## config.mk

```make
export PLATFORM = sky130hd
export DESIGN_NAME = srq_bridge
export DESIGN_NICKNAME = d
export VERILOG_FILES = /design/src/logic/srq_bridge_pkg.sv /design/src/logic/srq_bridge.sv
export SDC_FILE = /design/constraint.sdc
export NUM_CORES = 1
export LEC_CHECK = 0
export ABC_AREA = 1
export BUFFER_PORTS_ARGS = -buffer_cell sky130_fd_sc_hd__buf_2
export CORE_MARGIN = 10
export CORE_UTILIZATION = 49
export DETAILED_ROUTE_END_ITERATION = 16
export PLACE_DENSITY = 0.88
export RECOVER_POWER = 100
export SLEW_MARGIN = 20
export SYNTH_ARGS = -nofsm -noshare
export SYNTH_HDL_FRONTEND = slang
export SYNTH_SLANG_ARGS = --single-unit
```

## constraint.sdc

```tcl
create_clock -name pclk -period 1.9 [get_ports pclk]
set_input_delay 0.19 -clock pclk [delete_from_list [all_inputs] [get_ports pclk]]
set_output_delay 0.19 -clock pclk [all_outputs]
set_load 0.01 [all_outputs]
```

## src/logic/srq_bridge_pkg.sv

```systemverilog
// Functional notes
// - raise service request on LAM, Q equal zero or X equal zero, each enabled
// - setup bytes 64 to 71 load the three request enables from low bits
// - every request-enable setup byte also releases crate inhibit
// - poll answer is status byte then LAM bytes; X, Q and service flag
// - status service flag is one only when this unit raised the request
// - four LAM bytes, six slots each except five in the last, slot one in the least significant bit
// - request is withdrawn once the controller takes the status byte
// - a LAM still present and enabled raises the request again at once
// - no dataway cycle starts while our own request is pending
// - clear and initialize are driven only during the next dataway cycle
// - inhibit stays asserted over any number of cycles until released
// - byte 64 releases inhibit and also clears every request enable
// - function code first, then subaddress, station, up to three data bytes
// - loaded function, subaddress, station and data are kept until rewritten
// - loading may stop after any byte; fields not resent keep old values
// - talk addressing runs one dataway cycle with the stored fields, or repeated cycles in block mode
// - a read returns the data bytes then one response byte
// - block read ending on Q zero sends response byte then zero with EOI
// - bytes 105 and 106 select fast block reads of 8 and 16 bits
// - in block mode cycles repeat with the same fields until data ends
// - poll disable returns to idle and clears the pending request
// - talk address in poll mode sends status, otherwise runs a cycle
// - after a block transfer the mode returns to normal, same width
package srq_bridge_pkg;
	typedef enum logic [1:0] {M_IDLE = 2'b00, M_LISTEN = 2'b01, M_TALK = 2'b10,
		M_SPOLL = 2'b11} mode_t;
	typedef enum logic [1:0] {P_IDLE = 2'b00, P_WAIT = 2'b01, P_CYC = 2'b10,
		P_SEND = 2'b11} phase_t;
	typedef enum logic [2:0] {G_IFC = 3'b000, G_SPE = 3'b001, G_SPD = 3'b010,
		G_MTA = 3'b011, G_MLA = 3'b100, G_UNL = 3'b101, G_UNT = 3'b110} gcmd_t;
	typedef enum logic [1:0] {B_NORM = 2'b00, B_SLOW = 2'b01, B_FAST = 2'b10} bmode_t;
	typedef struct packed {
		logic [4:0]  f;
		logic [3:0]  a;
		logic [4:0]  n;
		logic [23:0] w;
	} dw_cmd_t;
	typedef struct packed {
		logic       valid;
		logic       eoi;
		logic [7:0] data;
	} talk_t;
	// timing
	localparam int          CLK_NS   = 25;
	localparam int          CYC_NS   = 1000;
	localparam int          GAP_NS   = 35000;
	localparam int          CYC_CLKS = (CYC_NS + CLK_NS - 1) / CLK_NS;
	localparam int          GAP_CLKS = (GAP_NS + CLK_NS - 1) / CLK_NS;
	localparam logic [10:0] CYC_LAST = 11'(CYC_CLKS - 1);
	localparam logic [10:0] GAP_LAST = 11'(GAP_CLKS - 1);
	// setup byte codes
	localparam logic [7:0] FUNC_LIMIT = 8'h20;
	localparam logic [7:0] GRP_MASK   = 8'hF8;
	localparam logic [7:0] SRQ_BASE   = 8'h40;
	localparam logic [7:0] INH_ON     = 8'h48;
	localparam logic [7:0] CZ_MASK    = 8'hFC;
	localparam logic [7:0] CZ_BASE    = 8'h20;
	localparam logic [7:0] NORM_BASE  = 8'h60;
	localparam logic [7:0] SLOW_BASE  = 8'h78;
	localparam logic [7:0] FAST_BASE  = 8'h68;
	// status byte bits
	localparam int ST_X   = 0;
	localparam int ST_Q   = 1;
	localparam int ST_RQS = 6;
	localparam logic [2:0] POLL_LAST = 3'h4;
	// register map
	localparam logic [7:0] OFS_CTRL   = 8'h00;
	localparam logic [7:0] OFS_STATUS = 8'h04;
	localparam logic [7:0] OFS_FIELDS = 8'h08;
	localparam logic [7:0] OFS_WDATA  = 8'h0C;
	// reset values
	localparam logic [2:0] RST_EN = 3'h0;
	localparam logic [1:0] RST_NB = 2'h1;
endpackage : srq_bridge_pkg

```

## src/logic/srq_bridge.sv

```systemverilog
`timescale 1ns/1ps
`default_nettype none
module srq_bridge
(
	input  wire logic                     pclk,
	input  wire logic                     presetn,
	input  wire logic                     psel,
	input  wire logic                     penable,
	input  wire logic                     pwrite,
	input  wire logic [7:0]               paddr,
	input  wire logic [31:0]              pwdata,
	output var  logic [31:0]              prdata,
	output var  logic                     pready,
	output var  logic                     pslverr,
	input  wire logic                     cmd_valid,
	input  wire logic [2:0]               cmd_code,
	input  wire logic                     lbyte_valid,
	input  wire logic [7:0]               lbyte,
	input  wire logic                     tk_ready,
	output var  srq_bridge_pkg::talk_t    tk,
	output var  logic                     srq,
	output var  srq_bridge_pkg::dw_cmd_t  dw_cmd,
	output var  logic                     dw_busy,
	output var  logic                     dw_c,
	output var  logic                     dw_z,
	output var  logic                     dw_i,
	input  wire logic [23:0]              dw_r,
	input  wire logic                     dw_q,
	input  wire logic                     dw_x,
	input  wire logic [22:0]              lam
);
	// ==========================================================
	// state
	typedef struct packed {
		srq_bridge_pkg::mode_t   mode;
		srq_bridge_pkg::phase_t  ph;
		srq_bridge_pkg::bmode_t  bm;
		srq_bridge_pkg::dw_cmd_t cmd;
		srq_bridge_pkg::talk_t   tk;
		logic                    first;
		logic [2:0]              seq;
		logic [2:0]              en;
		logic                    inh;
		logic                    pc;
		logic                    pz;
		logic [1:0]              nb;
		logic [23:0]             rd;
		logic                    q;
		logic                    x;
		logic                    srq;
		logic [10:0]             cnt;
		logic [2:0]              bidx;
		logic                    last;
		logic                    busy;
		logic                    c;
		logic                    z;
		logic                    pready;
		logic                    pslverr;
		logic [31:0]             prdata;
	} st_t;

	st_t         s;
	st_t         next_s;
	logic [23:0] lam24;
	logic        soft_clr;
	logic        do_clr;
	logic        lam_ev;
	logic        cyc_end;
	logic        take;
	logic        setup_hit;
	logic [7:0]  out_b;
	logic        out_e;
	logic        out_l;
	logic [7:0]  lam_b [4];

	assign lam24    = {1'b0, lam};
	assign soft_clr = psel && penable && pwrite && s.pready
		&& paddr == srq_bridge_pkg::OFS_CTRL && pwdata[0];
	assign do_clr   = soft_clr || (cmd_valid && cmd_code == srq_bridge_pkg::G_IFC);
	assign lam_ev   = s.en[0] && |lam;
	assign cyc_end  = s.busy && s.cnt == 11'h000;
	assign take     = s.tk.valid && tk_ready;
	assign setup_hit = lbyte_valid && s.mode == srq_bridge_pkg::M_LISTEN && s.first
		&& (lbyte & srq_bridge_pkg::GRP_MASK) == srq_bridge_pkg::SRQ_BASE;

	// ==========================================================
	// lam bytes
	genvar gi;
	generate
		for (gi = 0; gi < 4; gi++)
		begin : g_lam
			assign lam_b[gi] = {2'b00, lam24[6*gi +: 6]};
		end
	endgenerate

	// ==========================================================
	// talker byte select
	always_comb
	begin
		out_b = 8'h00;
		out_e = 1'b0;
		out_l = 1'b0;
		if (s.mode == srq_bridge_pkg::M_SPOLL)
		begin
			if (s.bidx == 3'h0)
			begin
				out_b[srq_bridge_pkg::ST_X]   = s.x;
				out_b[srq_bridge_pkg::ST_Q]   = s.q;
				out_b[srq_bridge_pkg::ST_RQS] = s.srq;
			end
			else
			begin
				out_b = lam_b[s.bidx[1:0] - 2'h1];
			end
			out_l = s.bidx == srq_bridge_pkg::POLL_LAST;
			out_e = out_l;
		end
		else if (s.bm != srq_bridge_pkg::B_NORM && !s.q)
		begin
			if (s.bidx == 3'h0)
			begin
				out_b = {6'h00, s.q, s.x};
			end
			else
			begin
				out_l = 1'b1;
				out_e = 1'b1;
			end
		end
		else if (s.bidx < {1'b0, s.nb})
		begin
			out_b = s.rd[8*s.bidx[1:0] +: 8];
			out_l = s.bm != srq_bridge_pkg::B_NORM && s.bidx == {1'b0, s.nb} - 3'h1;
		end
		else
		begin
			out_b = {6'h00, s.q, s.x};
			out_l = 1'b1;
			out_e = 1'b1;
		end
	end

	// ==========================================================
	// next state
	always_comb
	begin
		next_s         = s;
		next_s.pready  = psel && !penable;
		if (psel && !penable)
		begin
			next_s.pslverr = 1'b0;
			next_s.prdata  = 32'h0000_0000;
			unique case (paddr)
				srq_bridge_pkg::OFS_CTRL:
					next_s.prdata = 32'h0000_0000;
				srq_bridge_pkg::OFS_STATUS:
					next_s.prdata = {14'h0000, s.bm, s.nb, s.pc, s.pz, s.inh, s.en,
						s.q, s.x, s.srq, s.busy, s.ph, s.mode};
				srq_bridge_pkg::OFS_FIELDS:
					next_s.prdata = {18'h00000, s.cmd.f, s.cmd.a, s.cmd.n};
				srq_bridge_pkg::OFS_WDATA:
					next_s.prdata = {8'h00, s.cmd.w};
				default:
					next_s.pslverr = 1'b1;
			endcase
		end

		// gpib interface commands
		if (cmd_valid)
		begin
			unique case (cmd_code)
				srq_bridge_pkg::G_IFC:
					next_s.mode = srq_bridge_pkg::M_IDLE;
				srq_bridge_pkg::G_SPE:
				begin
					next_s.mode = srq_bridge_pkg::M_SPOLL;
					next_s.ph   = srq_bridge_pkg::P_IDLE;
				end
				srq_bridge_pkg::G_SPD:
				begin
					if (s.mode == srq_bridge_pkg::M_SPOLL)
					begin
						next_s.mode     = srq_bridge_pkg::M_IDLE;
						next_s.ph       = srq_bridge_pkg::P_IDLE;
						next_s.tk.valid = 1'b0;
					end
					next_s.srq = 1'b0;
				end
				srq_bridge_pkg::G_MTA:
				begin
					next_s.bidx = 3'h0;
					if (s.mode == srq_bridge_pkg::M_SPOLL)
					begin
						next_s.ph = srq_bridge_pkg::P_SEND;
					end
					else
					begin
						next_s.mode = srq_bridge_pkg::M_TALK;
						next_s.ph   = srq_bridge_pkg::P_WAIT;
						next_s.cnt  = 11'h000;
					end
				end
				srq_bridge_pkg::G_MLA:
				begin
					next_s.mode  = srq_bridge_pkg::M_LISTEN;
					next_s.ph    = srq_bridge_pkg::P_IDLE;
					next_s.busy  = 1'b0;
					next_s.c     = 1'b0;
					next_s.z     = 1'b0;
					next_s.first = 1'b1;
					next_s.seq   = 3'h0;
				end
				srq_bridge_pkg::G_UNL:
					if (s.mode == srq_bridge_pkg::M_LISTEN)
						next_s.mode = srq_bridge_pkg::M_IDLE;
				srq_bridge_pkg::G_UNT:
					if (s.mode == srq_bridge_pkg::M_TALK)
					begin
						next_s.mode     = srq_bridge_pkg::M_IDLE;
						next_s.ph       = srq_bridge_pkg::P_IDLE;
						next_s.busy     = 1'b0;
						next_s.c        = 1'b0;
						next_s.z        = 1'b0;
						next_s.tk.valid = 1'b0;
					end
				default:
					next_s.mode = s.mode;
			endcase
		end

		// listener bytes
		if (lbyte_valid && s.mode == srq_bridge_pkg::M_LISTEN)
		begin
			next_s.first = 1'b0;
			if (s.first)
			begin
				if (lbyte < srq_bridge_pkg::FUNC_LIMIT)
				begin
					next_s.cmd.f = lbyte[4:0];
					next_s.seq   = 3'h1;
				end
				else if ((lbyte & srq_bridge_pkg::GRP_MASK) == srq_bridge_pkg::SRQ_BASE)
				begin
					next_s.en  = lbyte[2:0];
					next_s.inh = 1'b0;
				end
				else if (lbyte == srq_bridge_pkg::INH_ON)
				begin
					next_s.inh = 1'b1;
				end
				else if ((lbyte & srq_bridge_pkg::CZ_MASK) == srq_bridge_pkg::CZ_BASE)
				begin
					next_s.pz = s.pz || lbyte[0];
					next_s.pc = s.pc || lbyte[1];
				end
				else if (lbyte[2:0] == 3'h1 || lbyte[2:0] == 3'h2 || lbyte[2:0] == 3'h4)
				begin
					next_s.nb = lbyte[2] ? 2'h3 : lbyte[1] ? 2'h2 : 2'h1;
					if ((lbyte & srq_bridge_pkg::GRP_MASK) == srq_bridge_pkg::NORM_BASE)
						next_s.bm = srq_bridge_pkg::B_NORM;
					else if ((lbyte & srq_bridge_pkg::GRP_MASK) == srq_bridge_pkg::SLOW_BASE)
						next_s.bm = srq_bridge_pkg::B_SLOW;
					else if ((lbyte & srq_bridge_pkg::GRP_MASK) == srq_bridge_pkg::FAST_BASE)
						next_s.bm = srq_bridge_pkg::B_FAST;
					else
						next_s.nb = s.nb;
				end
			end
			else if (s.seq != 3'h0)
			begin
				// unsent fields keep their values
				next_s.seq = s.seq == 3'h5 ? 3'h0 : s.seq + 3'h1;
				unique case (s.seq)
					3'h1: next_s.cmd.a = lbyte[3:0];
					3'h2: next_s.cmd.n = lbyte[4:0];
					3'h3: next_s.cmd.w[7:0] = lbyte;
					3'h4: next_s.cmd.w[15:8] = lbyte;
					3'h5: next_s.cmd.w[23:16] = lbyte;
					default: next_s.seq = 3'h0;
				endcase
			end
		end

		// dataway cycle
		unique case (s.ph)
			srq_bridge_pkg::P_IDLE:
				next_s.ph = next_s.ph;
			srq_bridge_pkg::P_WAIT:
				if (s.cnt != 11'h000)
					next_s.cnt = s.cnt - 11'h001;
				else if (!s.srq)
				begin
					next_s.ph   = srq_bridge_pkg::P_CYC;
					next_s.busy = 1'b1;
					next_s.cnt  = srq_bridge_pkg::CYC_LAST;
					next_s.c    = s.pc;
					next_s.z    = s.pz;
					next_s.pc   = 1'b0;
					next_s.pz   = 1'b0;
				end
			srq_bridge_pkg::P_CYC:
				if (cyc_end)
				begin
					next_s.ph   = srq_bridge_pkg::P_SEND;
					next_s.busy = 1'b0;
					next_s.c    = 1'b0;
					next_s.z    = 1'b0;
					next_s.rd   = dw_r;
					next_s.q    = dw_q;
					next_s.x    = dw_x;
					next_s.bidx = 3'h0;
				end
				else
					next_s.cnt = s.cnt - 11'h001;
			srq_bridge_pkg::P_SEND:
				if (!s.tk.valid)
				begin
					next_s.tk   = '{valid: 1'b1, eoi: out_e, data: out_b};
					next_s.last = out_l;
				end
				else if (take)
				begin
					next_s.tk.valid = 1'b0;
					if (s.mode == srq_bridge_pkg::M_SPOLL && s.bidx == 3'h0)
						next_s.srq = 1'b0;
					if (!s.last)
						next_s.bidx = s.bidx + 3'h1;
					else if (s.mode == srq_bridge_pkg::M_TALK
						&& s.bm != srq_bridge_pkg::B_NORM && s.q)
					begin
						next_s.ph  = srq_bridge_pkg::P_WAIT;
						next_s.cnt = s.bm == srq_bridge_pkg::B_SLOW
							? srq_bridge_pkg::GAP_LAST : 11'h000;
					end
					else
					begin
						next_s.ph = srq_bridge_pkg::P_IDLE;
						if (s.mode == srq_bridge_pkg::M_TALK)
							next_s.bm = srq_bridge_pkg::B_NORM;
					end
				end
			default:
				next_s.ph = srq_bridge_pkg::P_IDLE;
		endcase

		// service request: set wins over poll clears, interface clear wins over set
		if (lam_ev || (cyc_end && ((s.en[1] && !dw_q) || (s.en[2] && !dw_x))))
			next_s.srq = 1'b1;

		// interface clear keeps loaded fields
		if (do_clr)
		begin
			next_s.mode = srq_bridge_pkg::M_IDLE;
			next_s.ph   = srq_bridge_pkg::P_IDLE;
			next_s.bm   = srq_bridge_pkg::B_NORM;
			next_s.tk   = '0;
			next_s.en   = srq_bridge_pkg::RST_EN;
			next_s.nb   = srq_bridge_pkg::RST_NB;
			next_s.inh  = 1'b0;
			next_s.pc   = 1'b0;
			next_s.pz   = 1'b0;
			next_s.srq  = 1'b0;
			next_s.busy = 1'b0;
			next_s.c    = 1'b0;
			next_s.z    = 1'b0;
			next_s.seq  = 3'h0;
		end
	end

	always_ff @(posedge pclk or negedge presetn)
	begin
		if (!presetn)
		begin
			s      <= '0;
			s.mode <= srq_bridge_pkg::M_IDLE;
			s.ph   <= srq_bridge_pkg::P_IDLE;
			s.bm   <= srq_bridge_pkg::B_NORM;
			s.en   <= srq_bridge_pkg::RST_EN;
			s.nb   <= srq_bridge_pkg::RST_NB;
		end
		else
		begin
			s <= next_s;
		end
	end

	// ==========================================================
	// outputs
	assign prdata  = s.prdata;
	assign pready  = s.pready;
	assign pslverr = s.pslverr;
	assign tk      = s.tk;
	assign srq     = s.srq;
	assign dw_cmd  = s.cmd;
	assign dw_busy = s.busy;
	assign dw_c    = s.c;
	assign dw_z    = s.z;
	assign dw_i    = s.inh;
endmodule : srq_bridge
`default_nettype wire

```

==> Word-level counts from Yosys, hierarchy flattened <==
Index checks and enable logic that the tools add are counted.
{ "word_totals": {"reg_bits": 145, "wordCells": 274, "inputBits": 108} }
{ "classes": {"reduce_logical": 67, "addsub": 5, "bitwise_logic": 3, "n_lt_le_gt_ge": 3, "mux": 122, "n_eq_ne": 41, "shifts": 1} }
{ "ops": {"columns": ["operator", "count"], "rows": [
  ["11-bit two-way mux", 8],
  ["8-bit two-way mux", 10],
  ["24-bit one-hot mux with 3 select lines", 1],
  ["33-bit two-way mux", 2],
  ["2-bit two-way mux", 30],
  ["4-bit two-way mux", 12],
  ["15-bit two-way mux", 3],
  ["3-bit two-way mux", 14],
  ["40-bit two-way mux", 1],
  ["11-bit one-hot mux with 3 select lines", 1],
  ["4-bit AND reduction", 7],
  ["24-bit by 6-bit variable part select with 8-bit output", 1],
  ["1-bit two-way mux", 23],
  ["23-bit OR reduction", 1],
  ["3-bit == test (second input constant)", 7],
  ["5-bit by 4-bit == test with 1-bit output (second input constant)", 4],
  ["10-bit two-way mux", 2],
  ["1-bit logical AND", 19],
  ["3-bit one-hot mux with 2 select lines", 3],
  ["2-bit nonzero test", 9],
  ["8-bit binary-select mux with 2-bit select", 1],
  ["8-bit by 4-bit == test with 1-bit output (second input constant)", 2],
  ["2-bit one-hot mux with 4 select lines", 2],
  ["3-bit by 2-bit == test with 1-bit output (second input constant)", 5],
  ["44 further kinds", 74]
]} }

==> Longest topological paths before layout <==
{ "logic_depth": {"word_depth": 18, "mapped_depth": 13, "depth_no_buf": 11} }

==> Least setup slack after synthesis <==
No wires, ideal clock.
{ "synth_path": {"path_type": "register to register", "start": "register s[38] in the netlist's numbering", "end": "register s, in the netlist srq", "stages_incl_launch_ff": 14, "required_ns": 1.787, "path_slack_ns": 0.046, "t_arrival_ns": 1.741, "setup_time_ns": 0.113, "period_less_slack_ns": 1.854, "path_cell_list": "dfrtp_1 -> buf_2 -> inv_2 -> buf_2 -> ha_1 -> inv_1 -> nor2_1 -> inv_1 -> nor2_1 -> inv_1 -> o21ai_0 -> nand3_1 -> nand2_1 -> inv_1"} }
{ "synth_lines": {"columns": ["element", "line", "source"], "rows": [
  ["start: declaration", "srq_bridge.sv:62", "st_t s;"],
  ["start signal: assignment", "srq_bridge.sv:383", "s <= next_s;"]
]} }

==> Worst setup path in the final report <==
{ "layout_path": {"start": "register s[141] in the netlist's numbering", "end": "register s[56] in the netlist's numbering"} }
{ "layout_between": {"elab_chain_cells": 2} }
{ "layout_rtl": {"columns": ["element", "line", "source"], "rows": [
  ["2-bit == test", "srq_bridge.sv:285", "unique case (s.ph)"],
  ["2-bit AND reduction (no source line)", null, null]
]} }
No other way between the ends.
A chain may end at the register's enable or synchronous reset.

==> flow_summary_export.csv <==
group,metric,value,unit
run_status,status,"completed",
worst_setup_path,critPathLaunchType,"register",
placed_design,place_area,0.008828,mm²
clocking,clock_path_buffers,2,
route,antenna_left,0,
finish,final_cells,1465,
route,routed_wl,26030,µm
sta,fin_ws,105.4,ps
clocking,clk_pin_slew_worst_paths,60,ps
placed_design,place.gp.congestion,0.9637,
worst_setup_path,path_class,"reg2reg",
sta,fin_skew,9.910,ps
logic_synthesis,ys_ff_latch,137,
worst_setup_path,cp-end-kind,"register",
sta,final_hold_viol_count,0,
logic_synthesis,netlist_area,0.008255,mm²
placed_design,hpwlAfterDp,18970,µm
finish,area_delta_synth_final,15.93,%
sta,tns,0,ps
worst_hold_path,hp-class,"in2reg",
power,clkPwrFrac,35.6,%
grt,track_usage,23.01,%
route,first_pass_iters,5,
clocking,tritoncts,"yes",
power,combPwrFrac,28.4,%
floorplanning,chipHeight,149.8,µm
clocking,insertion_delay,430,ps
sta,tightest_slew,1116,ps
sta,slew_headroom,25.59,%
power,power_density,1060,mW/mm²
logic_synthesis,synth_area_per_cell,7.485,µm²
route,routedWlPerCell,17.77,µm
power,p_sw,3.588,mW
logic_synthesis,seq_area_frac_synth,41.54,%
sta,min_period,1795,ps
sta,setup_viol,0,
logic_synthesis,ys_top_cells_by_area,"dfrtp_1, nand2_1, buf_4",
logic_synthesis,synthDistinctLibCells,48,
floorplanning,die_w,149.8,µm
placed_design,dp_cells,1404,
finish,drive_gt1_share,14.59,%
grt,grt.busiest_layer,"met2",
worst_setup_path,crit_fanout,39,
route,vias,8074,
placed_design,post-place-ws,58.79,ps
worst_setup_path,crit_required,2220,ps
finish,nets,1347,
placed_design,port-buffer-count,155,
logic_synthesis,yosysTopAreaCell,"dfrtp_1",
grt,grt_use_met3,6.522,%
clocking,root_buffer,"clkbuf_16",
power,intPower,6.554,mW
grt,antenna_found_initial,6,
clocking,clock-sinks,137,
sta,fmax,557.2,MHz
finish,fillers,1484,
floorplanning,start_util,49.96,%
route,drc,0,
grt,first_global_vias,7689,
clocking,cts_buffers,17,
power,pwr-share-seq,36.1,%
grt,met1_usage,28.33,%
sta,finalCritPeriodShare,94.45,%
logic_synthesis,yosysTopAreaCellShare,41.22,%
route,via_per_inst,5.511,
grt,grt_pass1_wl,41080,µm
floorplanning,dieArea,0.02244,mm²
finish,final_area,0.009570,mm²
power,power.leakage,4.635,nW
clocking,cts_post_setup_buffers_inserted,0,
power,total_power,10.14,mW
route,drt_iter0_markers,1084,
worst_setup_path,critPathArrivalTime,2110,ps
clocking,cts-htree-levels,4,
grt,grtUsageMet2,36.34,%
power,p_sw_share,35.38,%
grt,grt_max_degree,42,
logic_synthesis,yosys_warnings,0,
floorplanning,ios,195,
floorplanning,rows,47,
floorplanning,coreArea,0.01652,mm²
logic_synthesis,syn_inst,1103,
grt,grt_overflow,0,
flow_run,maxCapViolCount,0,
sta,drv_slew,0,
sta,rsz0062_at_grt,"no",
power,ir_worst_vdd,698.6,µV
==> logic make-up after synthesis <==
group,after synthesis,synth area share (%)
AO/OA/AOI/OAI,194,12.67
flip-flops,137,41.54
buffers and inverters,218,14.63
adder cells (fa/ha/maj),11,1.667
AND/OR/NAND/NOR,533,28.49
XOR/XNOR,9,0.9548
other,1,0.04542
==> routing by layer <==
metal	part of all wire (%)	vias to the layer above
met5	0.054	-
met4	4.3	4
met3	9.4	97
met2	47	441
met1	39	3760
li1	-	3772
==> state kept, by name, summed over array words and instances (netlist names), 10 cells and up <==
name	cells
dw_cmd	38
prdata	24
s	58
tk	10
==> cell type report <==
cell class / count / area [µm²] / area share (%)
flip-flops and latches: 137 / 3430 / 35.83
repair buffers: 211 / 1187 / 12.41
clock buffers: 19 / 442.9 / 4.628
diodes: 4 / 10.01 / 0.1046
well taps: 220 / 275.3 / 2.876
multi-input cells: 755 / 3628 / 37.91
clock inverters: 13 / 191.4 / 2.000
inverters: 106 / 405.4 / 4.236
==> cells in the final DEF (no fill, tap or decap), types with 17 or more instances in the layout <==
master / instances
nand4_1: 19
a21oi_1: 40
clkbuf_16: 17
buf_2: 74
dfrtp_1: 136
nor2_1: 68
inv_1: 94
clkbuf_1: 86
o21ai_1: 19
buf_4: 20
dlygate4sd3_1: 25
nand3_1: 77
o21ai_0: 102
nand2_1: 317
==> power by group through the flow <==
stage | Combinational [mW] | Sequential [mW] | Clock (mW)
2_1_floorplan | 2.10 | 3.60 | 0
5_1_grt | 3.21 | 3.70 | 3.75
3_3_place_gp | 2.79 | 3.67 | 0
4_1_cts | 2.92 | 3.64 | 3.60
3_5_place_dp | 2.86 | 3.68 | 0
6_report | 2.88 | 3.66 | 3.61
==> Yosys cell counts, drive strengths merged <==
cell,count
a21boi,2
and2,1
buf,106
nor3,15
a21oi,41
ha,11
nand3,78
xnor2,5
o31ai,3
dfstp,1
clkinv,3
nor4,3
nand4,21
nand3b,2
o22ai,4
xor2,4
o21bai,1
a31oi,4
a211oi,1
clkbuf,6
dfrtp,136
nor2,84
inv,103
or2,2
o21a,1
o21ai,122
o211ai,13
conb,1
a22oi,2
nand2,327
==> critical path, stage by stage, from the launching register on <==
cell	delay (ps)
dfrtp_1	420
inv_1	190
ha_2	310
nand4_4	180
inv_6	150
buf_12	190
nand2_1	60
o21ai_1	170
==> per-stage QoR <==
step                      util (%)  hold slack, ps
after floorplan                  -          -105.6
after CTS                    58.78           12.65
final                        57.92           19.39
after global placement       53.43           139.8
after detailed placement     53.43           141.1
after global routing         57.87           26.70
==> path summary, 6_finish.rpt <==
check / start / to / depth (start not counted) / slack, ps
setup / recovery: s[141] / s[56] / 7 / 110
hold / removal: dw_x / s[53] / 3 / 20
setup reg to reg: s[141] / s[56] / 7 / 110
hold reg to reg: prdata[20] / prdata[20] / 2 / 480
max in group asynchronous: presetn / s[74] / 3 / 300
min in group asynchronous: presetn / s[45] / 2 / 500
==> timing repair <==
item | CTS | global route
endpoints found under the setup margin | 0 | 15
resized for setup | 0 | 11
hold buffers | 25 | 0
endpoints found under the hold margin | 61 | 0
No activity file was read; power rests on OpenSTA's default activity.
